==> src/pcm_rx_gain_map.svh <==
// Register offsets, field positions, reset value, gain limit and start count width
// Summary of operation
// - Receive capture starts after programmed bit-clock count
// - Start count is ten bits: high two, low byte
// - Transmit sign clear: larger magnitude means more gain
// - Transmit sign set: larger magnitude means more attenuation
// - Transmit step 1 dB, gain 12, attenuation 15
// - Transmit magnitude zero gives zero dB
// - Transmit sign clear, code 11xx gives 12 dB
// - Transmit sign set, code 1111 gives -15 dB
// - Receive sign clear: larger magnitude means more gain
// - Receive sign set: larger magnitude means more attenuation
// - Receive step 1 dB, gain 12, attenuation 15
// - Receive magnitude zero gives zero dB
// - Receive sign clear, code 11xx gives 12 dB
// - Receive sign set, code 1111 gives -15 dB
`ifndef PCM_RX_GAIN_MAP_SVH
`define PCM_RX_GAIN_MAP_SVH
`define RX_START_LOW_OFFSET   8'h24
`define RX_START_HIGH_OFFSET  8'h25
`define TX_GAIN2_OFFSET       8'h26
`define RX_GAIN2_OFFSET       8'h27
`define REG_RESET             8'h00
`define SIGN_BIT              4
`define MAG_MSB               3
`define START_HIGH_MSB        1
`define GAIN_MAX_DB           5'sh0c
`define START_COUNT_W         10
`endif

==> src/pcm_rx_gain_pkg.sv <==
// Types for the receive start count and stage two gain registers
package pcm_rx_gain_pkg;
  typedef enum logic [1:0] {
    RX_IDLE    = 2'b00,
    RX_WAIT    = 2'b01,
    RX_CAPTURE = 2'b10
  } rx_state_t;
  typedef logic signed [4:0] gain_db_t;
  typedef logic [9:0]        start_count_t;
endpackage

==> src/pcm_rx_gain_regs.sv <==
// Receive slot start counter and stage two gain control registers
`timescale 1ns/100ps
`include "pcm_rx_gain_map.svh"
`default_nettype none
module pcm_rx_gain_regs (
  input  wire logic       clk_sys_i,        // System clock, 125 MHz
  input  wire logic       rst_i,            // Synchronous reset, high
  input  wire logic [7:0] ctl_addr_i,       // Control port address
  input  wire logic [7:0] ctl_wdata_i,      // Control port write data
  input  wire logic       ctl_wr_i,         // Write strobe
  input  wire logic       ctl_rd_i,         // Read strobe
  output logic      [7:0] ctl_rdata_o,      // Read data, one cycle later
  output logic            ctl_rvalid_o,     // Read data valid pulse
  input  wire logic       pcm_bit_clk_i,    // Highway bit clock pin
  input  wire logic       frame_sync_pulse_i, // Frame sync pin
  output logic            rx_slot_active_o, // Receive capture window
  output logic      [4:0] tx_gain_db_o,     // Transmit gain, signed dB
  output logic      [4:0] rx_gain_db_o      // Receive gain, signed dB
);

  logic [7:0] start_low_q, start_low_d;
  logic [1:0] start_high_q, start_high_d;
  logic [4:0] tx_ctl_q, tx_ctl_d;
  logic [4:0] rx_ctl_q, rx_ctl_d;
  logic [7:0] rdata_q, rdata_d;
  logic       rvalid_q, rvalid_d;
  pcm_rx_gain_pkg::gain_db_t tx_gain_q, tx_gain_d;
  pcm_rx_gain_pkg::gain_db_t rx_gain_q, rx_gain_d;

  // Sign clear: up to +12 with 11xx saturating; sign set: down to -15
  function automatic pcm_rx_gain_pkg::gain_db_t gain_of(
    input logic       sign,
    input logic [3:0] mag
  );
    pcm_rx_gain_pkg::gain_db_t g;
    g = 5'sh00;
    if (mag == 4'h0)
      g = 5'sh00;
    else if (!sign && mag[3:2] == 2'b11)
      g = `GAIN_MAX_DB;
    else if (!sign)
      g = pcm_rx_gain_pkg::gain_db_t'({1'b0, mag});
    else
      g = -pcm_rx_gain_pkg::gain_db_t'({1'b0, mag});
    return g;
  endfunction

  always_comb
  begin
    start_low_d  = start_low_q;
    start_high_d = start_high_q;
    tx_ctl_d     = tx_ctl_q;
    rx_ctl_d     = rx_ctl_q;
    rdata_d      = rdata_q;
    rvalid_d     = ctl_rd_i;
    if (ctl_wr_i)
    begin
      case (ctl_addr_i)
        `RX_START_LOW_OFFSET:  start_low_d  = ctl_wdata_i;
        `RX_START_HIGH_OFFSET: start_high_d = ctl_wdata_i[`START_HIGH_MSB:0];
        `TX_GAIN2_OFFSET:      tx_ctl_d     = ctl_wdata_i[`SIGN_BIT:0];
        `RX_GAIN2_OFFSET:      rx_ctl_d     = ctl_wdata_i[`SIGN_BIT:0];
        default: ;
      endcase
    end
    if (ctl_rd_i)
    begin
      // Reserved bits and unmapped offsets read as zero
      case (ctl_addr_i)
        `RX_START_LOW_OFFSET:  rdata_d = start_low_q;
        `RX_START_HIGH_OFFSET: rdata_d = {6'h00, start_high_q};
        `TX_GAIN2_OFFSET:      rdata_d = {3'h0, tx_ctl_q};
        `RX_GAIN2_OFFSET:      rdata_d = {3'h0, rx_ctl_q};
        default:               rdata_d = 8'h00;
      endcase
    end
    tx_gain_d = gain_of(tx_ctl_q[`SIGN_BIT], tx_ctl_q[`MAG_MSB:0]);
    rx_gain_d = gain_of(rx_ctl_q[`SIGN_BIT], rx_ctl_q[`MAG_MSB:0]);
  end

  always_ff @(posedge clk_sys_i)
  begin
    if (rst_i)
    begin
      start_low_q  <= `REG_RESET;
      start_high_q <= 2'h0;
      tx_ctl_q     <= 5'h00;
      rx_ctl_q     <= 5'h00;
      rdata_q      <= 8'h00;
      rvalid_q     <= 1'b0;
      tx_gain_q    <= 5'sh00;
      rx_gain_q    <= 5'sh00;
    end
    else
    begin
      start_low_q  <= start_low_d;
      start_high_q <= start_high_d;
      tx_ctl_q     <= tx_ctl_d;
      rx_ctl_q     <= rx_ctl_d;
      rdata_q      <= rdata_d;
      rvalid_q     <= rvalid_d;
      tx_gain_q    <= tx_gain_d;
      rx_gain_q    <= rx_gain_d;
    end
  end

  // Pin synchronisers: a level is taken once stages two and three agree
  logic [2:0] clk_sync_q, clk_sync_d;
  logic [2:0] fs_sync_q, fs_sync_d;
  logic       clk_filt_q, clk_filt_d;
  logic       fs_filt_q, fs_filt_d;

  always_comb
  begin
    clk_sync_d = {clk_sync_q[1:0], pcm_bit_clk_i};
    fs_sync_d  = {fs_sync_q[1:0], frame_sync_pulse_i};
    clk_filt_d = (clk_sync_q[1] == clk_sync_q[2]) ? clk_sync_q[2]
                                                  : clk_filt_q;
    fs_filt_d  = (fs_sync_q[1] == fs_sync_q[2]) ? fs_sync_q[2] : fs_filt_q;
  end

  always_ff @(posedge clk_sys_i)
  begin
    if (rst_i)
    begin
      clk_sync_q <= 3'h0;
      fs_sync_q  <= 3'h0;
      clk_filt_q <= 1'b0;
      fs_filt_q  <= 1'b0;
    end
    else
    begin
      clk_sync_q <= clk_sync_d;
      fs_sync_q  <= fs_sync_d;
      clk_filt_q <= clk_filt_d;
      fs_filt_q  <= fs_filt_d;
    end
  end

  logic bit_edge;
  logic fs_edge;
  assign bit_edge = clk_filt_d & ~clk_filt_q;
  assign fs_edge  = fs_filt_d & ~fs_filt_q;

  // Capture window opens after the programmed number of bit clocks
  pcm_rx_gain_pkg::start_count_t start_count;
  pcm_rx_gain_pkg::start_count_t bit_cnt_q, bit_cnt_d;
  pcm_rx_gain_pkg::rx_state_t    state_q, state_d;
  logic                          active_q, active_d;
  assign start_count = {start_high_q, start_low_q};

  always_comb
  begin
    state_d   = state_q;
    bit_cnt_d = bit_cnt_q;
    if (fs_edge)
    begin
      // A new frame always restarts the count, even mid-capture
      bit_cnt_d = 10'h000;
      state_d   = (start_count == 10'h000) ? pcm_rx_gain_pkg::RX_CAPTURE
                                           : pcm_rx_gain_pkg::RX_WAIT;
    end
    else
    begin
      case (state_q)
        pcm_rx_gain_pkg::RX_IDLE: ;
        pcm_rx_gain_pkg::RX_WAIT:
          if (bit_edge)
          begin
            bit_cnt_d = bit_cnt_q + 10'h001;
            if (bit_cnt_d == start_count)
              state_d = pcm_rx_gain_pkg::RX_CAPTURE;
          end
        pcm_rx_gain_pkg::RX_CAPTURE: ;
        default: state_d = pcm_rx_gain_pkg::RX_IDLE;
      endcase
    end
    active_d = (state_d == pcm_rx_gain_pkg::RX_CAPTURE);
  end

  always_ff @(posedge clk_sys_i)
  begin
    if (rst_i)
    begin
      state_q   <= pcm_rx_gain_pkg::RX_IDLE;
      bit_cnt_q <= 10'h000;
      active_q  <= 1'b0;
    end
    else
    begin
      state_q   <= state_d;
      bit_cnt_q <= bit_cnt_d;
      active_q  <= active_d;
    end
  end

  assign ctl_rdata_o      = rdata_q;
  assign ctl_rvalid_o     = rvalid_q;
  assign rx_slot_active_o = active_q;
  assign tx_gain_db_o     = tx_gain_q;
  assign rx_gain_db_o     = rx_gain_q;
endmodule
`default_nettype wire

==> config.mk <==
export PLATFORM = sky130hd
export DESIGN_NAME = pcm_rx_gain_regs
export DESIGN_NICKNAME = d
export VERILOG_FILES = /design/src/pcm_rx_gain_pkg.sv /design/src/pcm_rx_gain_regs.sv
export VERILOG_INCLUDE_DIRS = /design/src
export SDC_FILE = /design/constraint.sdc
export NUM_CORES = 1
export LEC_CHECK = 0
export ABC_AREA = 1
export BUFFER_PORTS_ARGS = -buffer_cell sky130_fd_sc_hd__buf_2
export CORE_ASPECT_RATIO = 1.2
export CORE_MARGIN = 1
export CORE_UTILIZATION = 35
export DETAILED_ROUTE_END_ITERATION = 16
export PLACE_DENSITY_LB_ADDON = 0.08
export SYNTH_ARGS = -nofsm -noshare
export SYNTH_HDL_FRONTEND = slang
export SYNTH_SLANG_ARGS = --single-unit
==> constraint.sdc <==
create_clock -name clk_sys_i -period 3.1 [get_ports clk_sys_i]
set_input_delay 0.155 -clock clk_sys_i [delete_from_list [all_inputs] [get_ports clk_sys_i]]
set_output_delay 0.155 -clock clk_sys_i [all_outputs]
set_load 0.02 [all_outputs]
==> results of run 1 <==
cell families (layout without fill, tap and decap cells):
logic type	after synthesis	in the layout	share of synthesized area, %
AOI/OAI and AO/OA	93	93	18.6
adders and majority gates	3	3	1.41
and+or+nand+nor	154	154	24.5
xor gates and xnor gates	2	2	0.657
buffers and inverters	69	118	9.81
DFF	60	60	45.0
registers in the layout (all words and copies together) (netlist names), 2 cells and up:
signal,count
bit_cnt_q,10
clk_sync_q,3
ctl_rdata_o,8
fs_sync_q,3
rx_ctl_q,5
rx_gain_db_o,5
start_high_q,2
start_low_q,8
state_q,2
tx_ctl_q,5
tx_gain_db_o,5
final timing paths:
kind,to,slack [ns],cells after the start
worst max-delay path,rx_slot_active_o,1.36,13
worst min-delay path,fs_sync_q[0],0.02,3
worst max register to register,rx_slot_active_o,1.36,13
worst min register to register,clk_sync_q[1],0.40,2
cells in the final DEF (no fill, tap or decap), drive strengths merged, types with 4 or more instances in the layout:
master,n
clkinv,7
nor3,4
nand3,23
nor2,45
inv,59
buf,41
dfxtp,60
o21ai,39
o22ai,5
clkbuf,9
nand2,77
a21oi,40
worst max-delay path: stages, from the launching register on:
cell	delay [ns]
dfxtp_1	0.40
ha_1	0.20
nand2_2	0.10
nor2_2	0.11
nand2_1	0.06
nand2_1	0.08
nand2_1	0.07
nand2_1	0.06
nand2_1	0.06
nor3_2	0.23
nand3_1	0.10
o21ai_1	0.09
nand2_1	0.07
nand2_1	0.07
layout make-up:
| type | instances | area share (%) |
|---|---|---|
| clock buffers | 9 | 3.90 |
| clock inverters | 7 | 3.15 |
| repair buffers | 41 | 6.46 |
| well taps | 90 | 3.55 |
| flip-flops and latches | 60 | 37.8 |
| inverters | 61 | 7.21 |
| multi-input cells | 252 | 37.9 |
per-layer routing:
layer | up-vias | GRT usage, % | wire length [um]
met2 | 35 | 29.1 | 3130
met5 | - | 0 | 0
met3 | 10 | 3.10 | 166
li1 | 1326 | - | -
met4 | 0 | 9.18 | 114
met1 | 1120 | 22.2 | 3010
stage by stage:
stage	total power, uW	cells	setup slack (ns)	hold slack [ns]	cell area, um^2
after CTS	1640	520	1.35	0.00180	3180
after detailed placement	845	504	1.37	0.367	2950
after global placement	845	504	1.43	0.355	2950
after floorplan	821	381	1.60	0.262	2670
final	1630	520	1.36	0.0165	3180
after global routing	1690	520	1.15	0.0217	3180
power by group:
part           total (uW)  leakage [uW]  switching, uW  internal (uW)
logic                51.1      0.000813           33.5           17.6
clock network         798      0.000114            340            458
registers             776      0.000484           1.50            775
==> summary.txt, run 1 <==
Floorplanning
  – Initial Util: 36.4%
  – Die Y: 97.6 um
  – Die area: roughly 0.008 mm^2
  – # IOs: 42
  – Row count: 34
  – DIE WIDTH: between 80 and 90 um
  – Core ar.: 0.00732 mm^2

Worst setup path
  – CP Launch Type: flop
  – Beginning of the critical path: bit_cnt_q[0]
  – Worst path arrival time: 2.03 ns
  – Setup CP Type: flop to flop
  – Reg-to-reg startpoint: bit_cnt_q[0]
  – WP data required: 3.38 ns
  – Crit end category: flop
  – Crit path max fanout: 4

Placed design
  – Routability Congestion: between 0.8 and 0.9
  – DP HPWL: 4.90 mm
  – Number of port buffers: 41

Synth
  – #FFs+latches synth: 60
  – Synth Warn #: 0
  – Prevailing post-synth register cell: dfxtp_1
  – Async S/R FF share, synth: 0%
  – Post-synth top area share: 45.0%
  – Most common cell in the synthesized netlist: nand2_1
  – Synth top cells by count: 74 x nand2_1, 60 x dfxtp_1, 56 x inv_1, 41 x nor2_1, 40 x a21oi_1
  – Syn nets: approximately 410
  – Post-synth top area cell: dfxtp_1
  – Syn Inst Count: 381
  – Unique masters post-synth: 30
  – Post-Syn Area: 0.00267 mm^2
  – Top cells by area, synth: dfxtp_1 45%, nand2_1 10%, inv_1 7.9%, a21oi_1 7.5%, o21ai_0 6.9%
  – Post-synthesis sequential area ratio: 45.0%
  – Mapped Avg Cell Area: 7.00 um^2
  – Number of synthesized flops with an enable pin: 0

CTS
  – Clk sinks: 60
  – Clk_lat worst skew: 0.34 ns
  – Cts repair resizes: 0
  – Htree depth: 3
  – Post-CTS Setup Inserts: 0
  – TritonCTS clock tree: yes
  – Root Driver: clkbuf_8
  – Max Buffers Root-to-Sink: 2
  – CTS buffer count: 9
  – Worst-path clk slew: around 0.07 ns
  – Hold bufs inserted after CTS: 0

Flow run
  – Max-Cap Viols: 0

GRT
  – Initial antenna violation count: 0
  – First-pass GRT wire length: 10.8 mm
  – Congestion Overflow GR: 0
  – Largest net degree at the start of global routing: 23
  – Vias in the first global route: roughly 2400
  – Gr usage total: 17.9%

Finish
  – Fill cells: 784
  – Seq. cell area: roughly 0.0012 mm^2
  – Finished Core Util: between 40% and 50%
  – Nets@finish: 450
  – Footprint of the multi-input gates: 0.00120 mm^2
  – Layout cells sized above 1: between 15 and 20%
  – Area delta synth->final: 19.1%
  – Antenna Cells: 0

Route
  – Via/cell ratio: 4.79
  – Average wire per standard cell: 12.3 um
  – Vias: between 2000 and 2500
  – Post-route ant nets: 0
  – Routed WL: 6.42 mm
  – DR iter-0 viols: roughly 80
  – Drt drc: 0
  – Initial DRT Pass Iterations: 4

STA
  – Final count of pins violating max slew: 0
  – Fmax: approximately 570 MHz
  – Slew @ Worst Pin: 0.518 ns
  – Max-slew headroom: 65.4%
  – Final setup viols: 0
  – Setup TNS: 0 ns
  – Final Cycle Share: 56.2%
  – Crit path time final: 1.74 ns
  – Final Hold Violating Endpoints: 0
  – Final Skew: 0.00497 ns
  – Unrepaired setup endpoints after global routing: no

Min path
  – HP Class: input pin to flop
  – Hold wc startpoint: frame_sync_pulse_i

Power
  – Pwr/cell area: just over 500 mW/mm^2
  – P_leak: 0.00141 uW
  – Peak VDD IR: 255 uV

Run status
  – Status: finished clean
Note: power is estimated with default switching activity, not from simulation.
==> run 2, diff against run 1 <==
clock period = 1.8 ns   (was 3.1 ns; I/O delays follow)
==> summary.txt, run 2 (synthesis results as in run 1) <==
Run status
  – Status: finished clean

Finish
  – Nets@finish: 455 (+1.1%)
  – Antenna Cells: 0 (unchanged)
  – Most frequent cells in the layout: 74 x nand2_1, 59 x dfxtp_1, 56 x inv_1, 41 x nor2_1, 41 x buf_2
  – Commonest non-fill, non-tap cell in the layout: nand2_1
  – Largest register FFs: 10 (unchanged)
  – Top reg by flops: bit_cnt_q
  – Layout cells sized above 1: 16.8% (+0.74 points)
  – Finished Cell Area: 0.00322 mm^2 (+1.4%)
  – Area delta synth->final: 20.8%

Worst setup path
  – WP data required: 2.09 ns (-1.29 ns)
  – Cells on worst reg2reg path: 13 (unchanged)
  – Crit end category: flop
  – CP top delay family: simple AND/OR/NAND/NOR gates
  – Worst path arrival time: 1.94 ns (-0.09 ns)
  – Crit-path cells: ha_1 -> nand2_2 -> nor2_2 -> nand2_1 -> nand2_1 -> nand2_1 -> nand2_1 -> nand2_1 -> nor3_2 -> nand3_1 -> o21ai_1 -> nand2_1 -> nand2_1
  – Critical-path top delay cell: dfxtp_1
  – Max incr delay on CP: 0.37 ns (-0.03 ns)
  – Setup CP Type: flop to flop
  – CP most frequent cell: nand2_1
  – CP Launch Type: flop
  – Crit path depth: 13 (unchanged)
  – CP bufs+invs: 0 (unchanged)
  – Crit path max fanout: 4 (unchanged)

CTS
  – CTS buffer count: 9 (unchanged)
  – TritonCTS clock tree: yes
  – Worst-path clk slew: 0.07 ns (about the same)
  – Clk_lat worst skew: 0.34 ns (about the same)
  – Max Buffers Root-to-Sink: 2 (unchanged)
  – Clk sinks: 60 (unchanged)
  – Root Driver: clkbuf_8
  – Htree depth: 3 (unchanged)

STA
  – Hold slack: 0.0380 ns (+0.0215 ns)
  – Setup TNS: 0 ns (unchanged)
  – Fmax: 608 MHz (+5.8%)
  – Final setup viols: 0 (unchanged)
  – Max-slew headroom: 65.3% (-0.13 points)
  – Slew @ Worst Pin: 0.520 ns (+0.00190 ns)
  – Final count of pins violating max slew: 0 (unchanged)
  – Unrepaired setup endpoints after global routing: no
  – Final Hold Violating Endpoints: 0 (unchanged)
  – Crit path time final: 1.65 ns (-0.0963 ns)
  – Final Cycle Share: 91.4% (+35 points)
  – Final Skew: 0.00467 ns (-0.000301 ns)

Power
  – Sw frac: 22.3% (-0.75 points)
  – Clk pwr share: 49.1% (about the same)
  – Pwr/cell area: 874 mW/mm^2 (+71%)
  – Cell Int Power: 2190 uW (+75%)
  – Peak VDD IR: 422 uV (+65%)
  – P_sw: 628 uW (+68%)
  – P_leak: 0.00144 uW (+1.8%)
  – Sequential share of power: 47.5% (-0.3 points)
  – Comb power frac: 3.4% (+0.3 points)

GRT
  – Largest net degree at the start of global routing: 22 (-4.3%)
  – Gr usage total: 18.6% (+0.66 points)
  – Initial antenna violation count: 0 (unchanged)
  – Congestion Overflow GR: 0 (unchanged)
  – First-pass GRT wire length: 11.0 mm (+1.1%)
  – Vias in the first global route: 2391 (+0.50%)

Flow run
  – Max-Cap Viols: 0 (unchanged)

Min path
  – HP Class: input pin to flop
  – Cells on Worst Hold Path: 3 (unchanged)

Floorplanning
  – Initial Util: 36.4% (unchanged)
  – Die Y: 97.6 um (unchanged)
  – # IOs: 42 (unchanged)
  – Die area: 0.00797 mm^2 (unchanged)
  – Row count: 34 (unchanged)
  – Core ar.: 0.00732 mm^2 (unchanged)
  – DIE WIDTH: 81.7 um (unchanged)

Route
  – Post-route ant nets: 0 (unchanged)
  – Average wire per standard cell: 12.6 um (+2.0%)
  – Drt drc: 0 (unchanged)
  – Vias: 2493 (+0.080%)
  – Initial DRT Pass Iterations: 4 (unchanged)
  – Via/cell ratio: 4.75 (-0.87%)
  – DR iter-0 viols: 133 (+64%)
  – Routed WL: 6.61 mm (+3.0%)

Placed design
  – Routability Congestion: 0.832 (-0.29%)
  – Number of port buffers: 41 (unchanged)
  – Area after DPL: 0.00297 mm^2 (+0.76%)
  – DP HPWL: 5.06 mm (+3.3%)
[run 2: layer usage]
layer,GRT usage (%),up-vias,wire length (um)
met3,3.76,15,216
li1,-,1327,-
met5,0,-,0
met4,10.7,0,173
met1,21.6,1102,3010
met2,30.8,49,3210
[run 2: repair_timing]
action / 4_1_cts / 5_1_grt
endpoints found under the setup margin: 0 / 3
hold buffers: 2 / 0
endpoints found under the hold margin: 2 / 0
setup buffers: 0 / 0
gates resized for setup: 0 / 1
[run 2: power groups by stage]
stage | logic, uW | registers, uW | clock network [uW]
after global placement | 91.4 | 1370 | 0
after global routing | 109 | 1340 | 1480
after floorplan | 44.9 | 1370 | 0
final | 95.3 | 1340 | 1380
after CTS | 95.6 | 1340 | 1420
after detailed placement | 92.2 | 1370 | 0
[run 2: worst register-to-register path, cell delays in order, from the launching register on]
cell	delay, ns
dfxtp_1	0.37
ha_1	0.20
nand2_2	0.09
nor2_2	0.11
nand2_1	0.06
nand2_1	0.08
nand2_1	0.06
nand2_1	0.05
nand2_1	0.05
nor3_2	0.22
nand3_1	0.09
o21ai_1	0.08
nand2_1	0.07
nand2_1	0.06
[run 2: worst paths after layout]
path                   from          endpoint  slack [ns]
min          ctl_wdata_i[7]    start_low_q[7]        0.04
max reg2reg    bit_cnt_q[1]  rx_slot_active_o        0.15
min reg2reg   clk_sync_q[0]     clk_sync_q[1]        0.40
max            bit_cnt_q[1]  rx_slot_active_o        0.15
[run 2: stage by stage]
| stage | setup slack (ns) | power, uW | util [%] | cells |
|---|---|---|---|---|
| detailed placement | 0.108 | 1460 | 40.6 | 507 |
| global placement | 0.154 | 1460 | 40.6 | 507 |
| CTS | 0.0895 | 2850 | 44.0 | 525 |
| floorplan | 0.302 | 1410 | - | 381 |
| finish | 0.154 | 2820 | 44.0 | 525 |
| global route | 0.00251 | 2930 | 44.0 | 525 |
[run 2: area by class of cell]
class / count / area [um^2]
flip-flops and latches: 60 / 1200
repair buffers: 46 / 248
clock buffers: 10 / 138
well taps: 90 / 113
inverters: 61 / 229
fillers: 789 / 4100
multi-input cells: 252 / 1200
clock inverters: 6 / 87.6
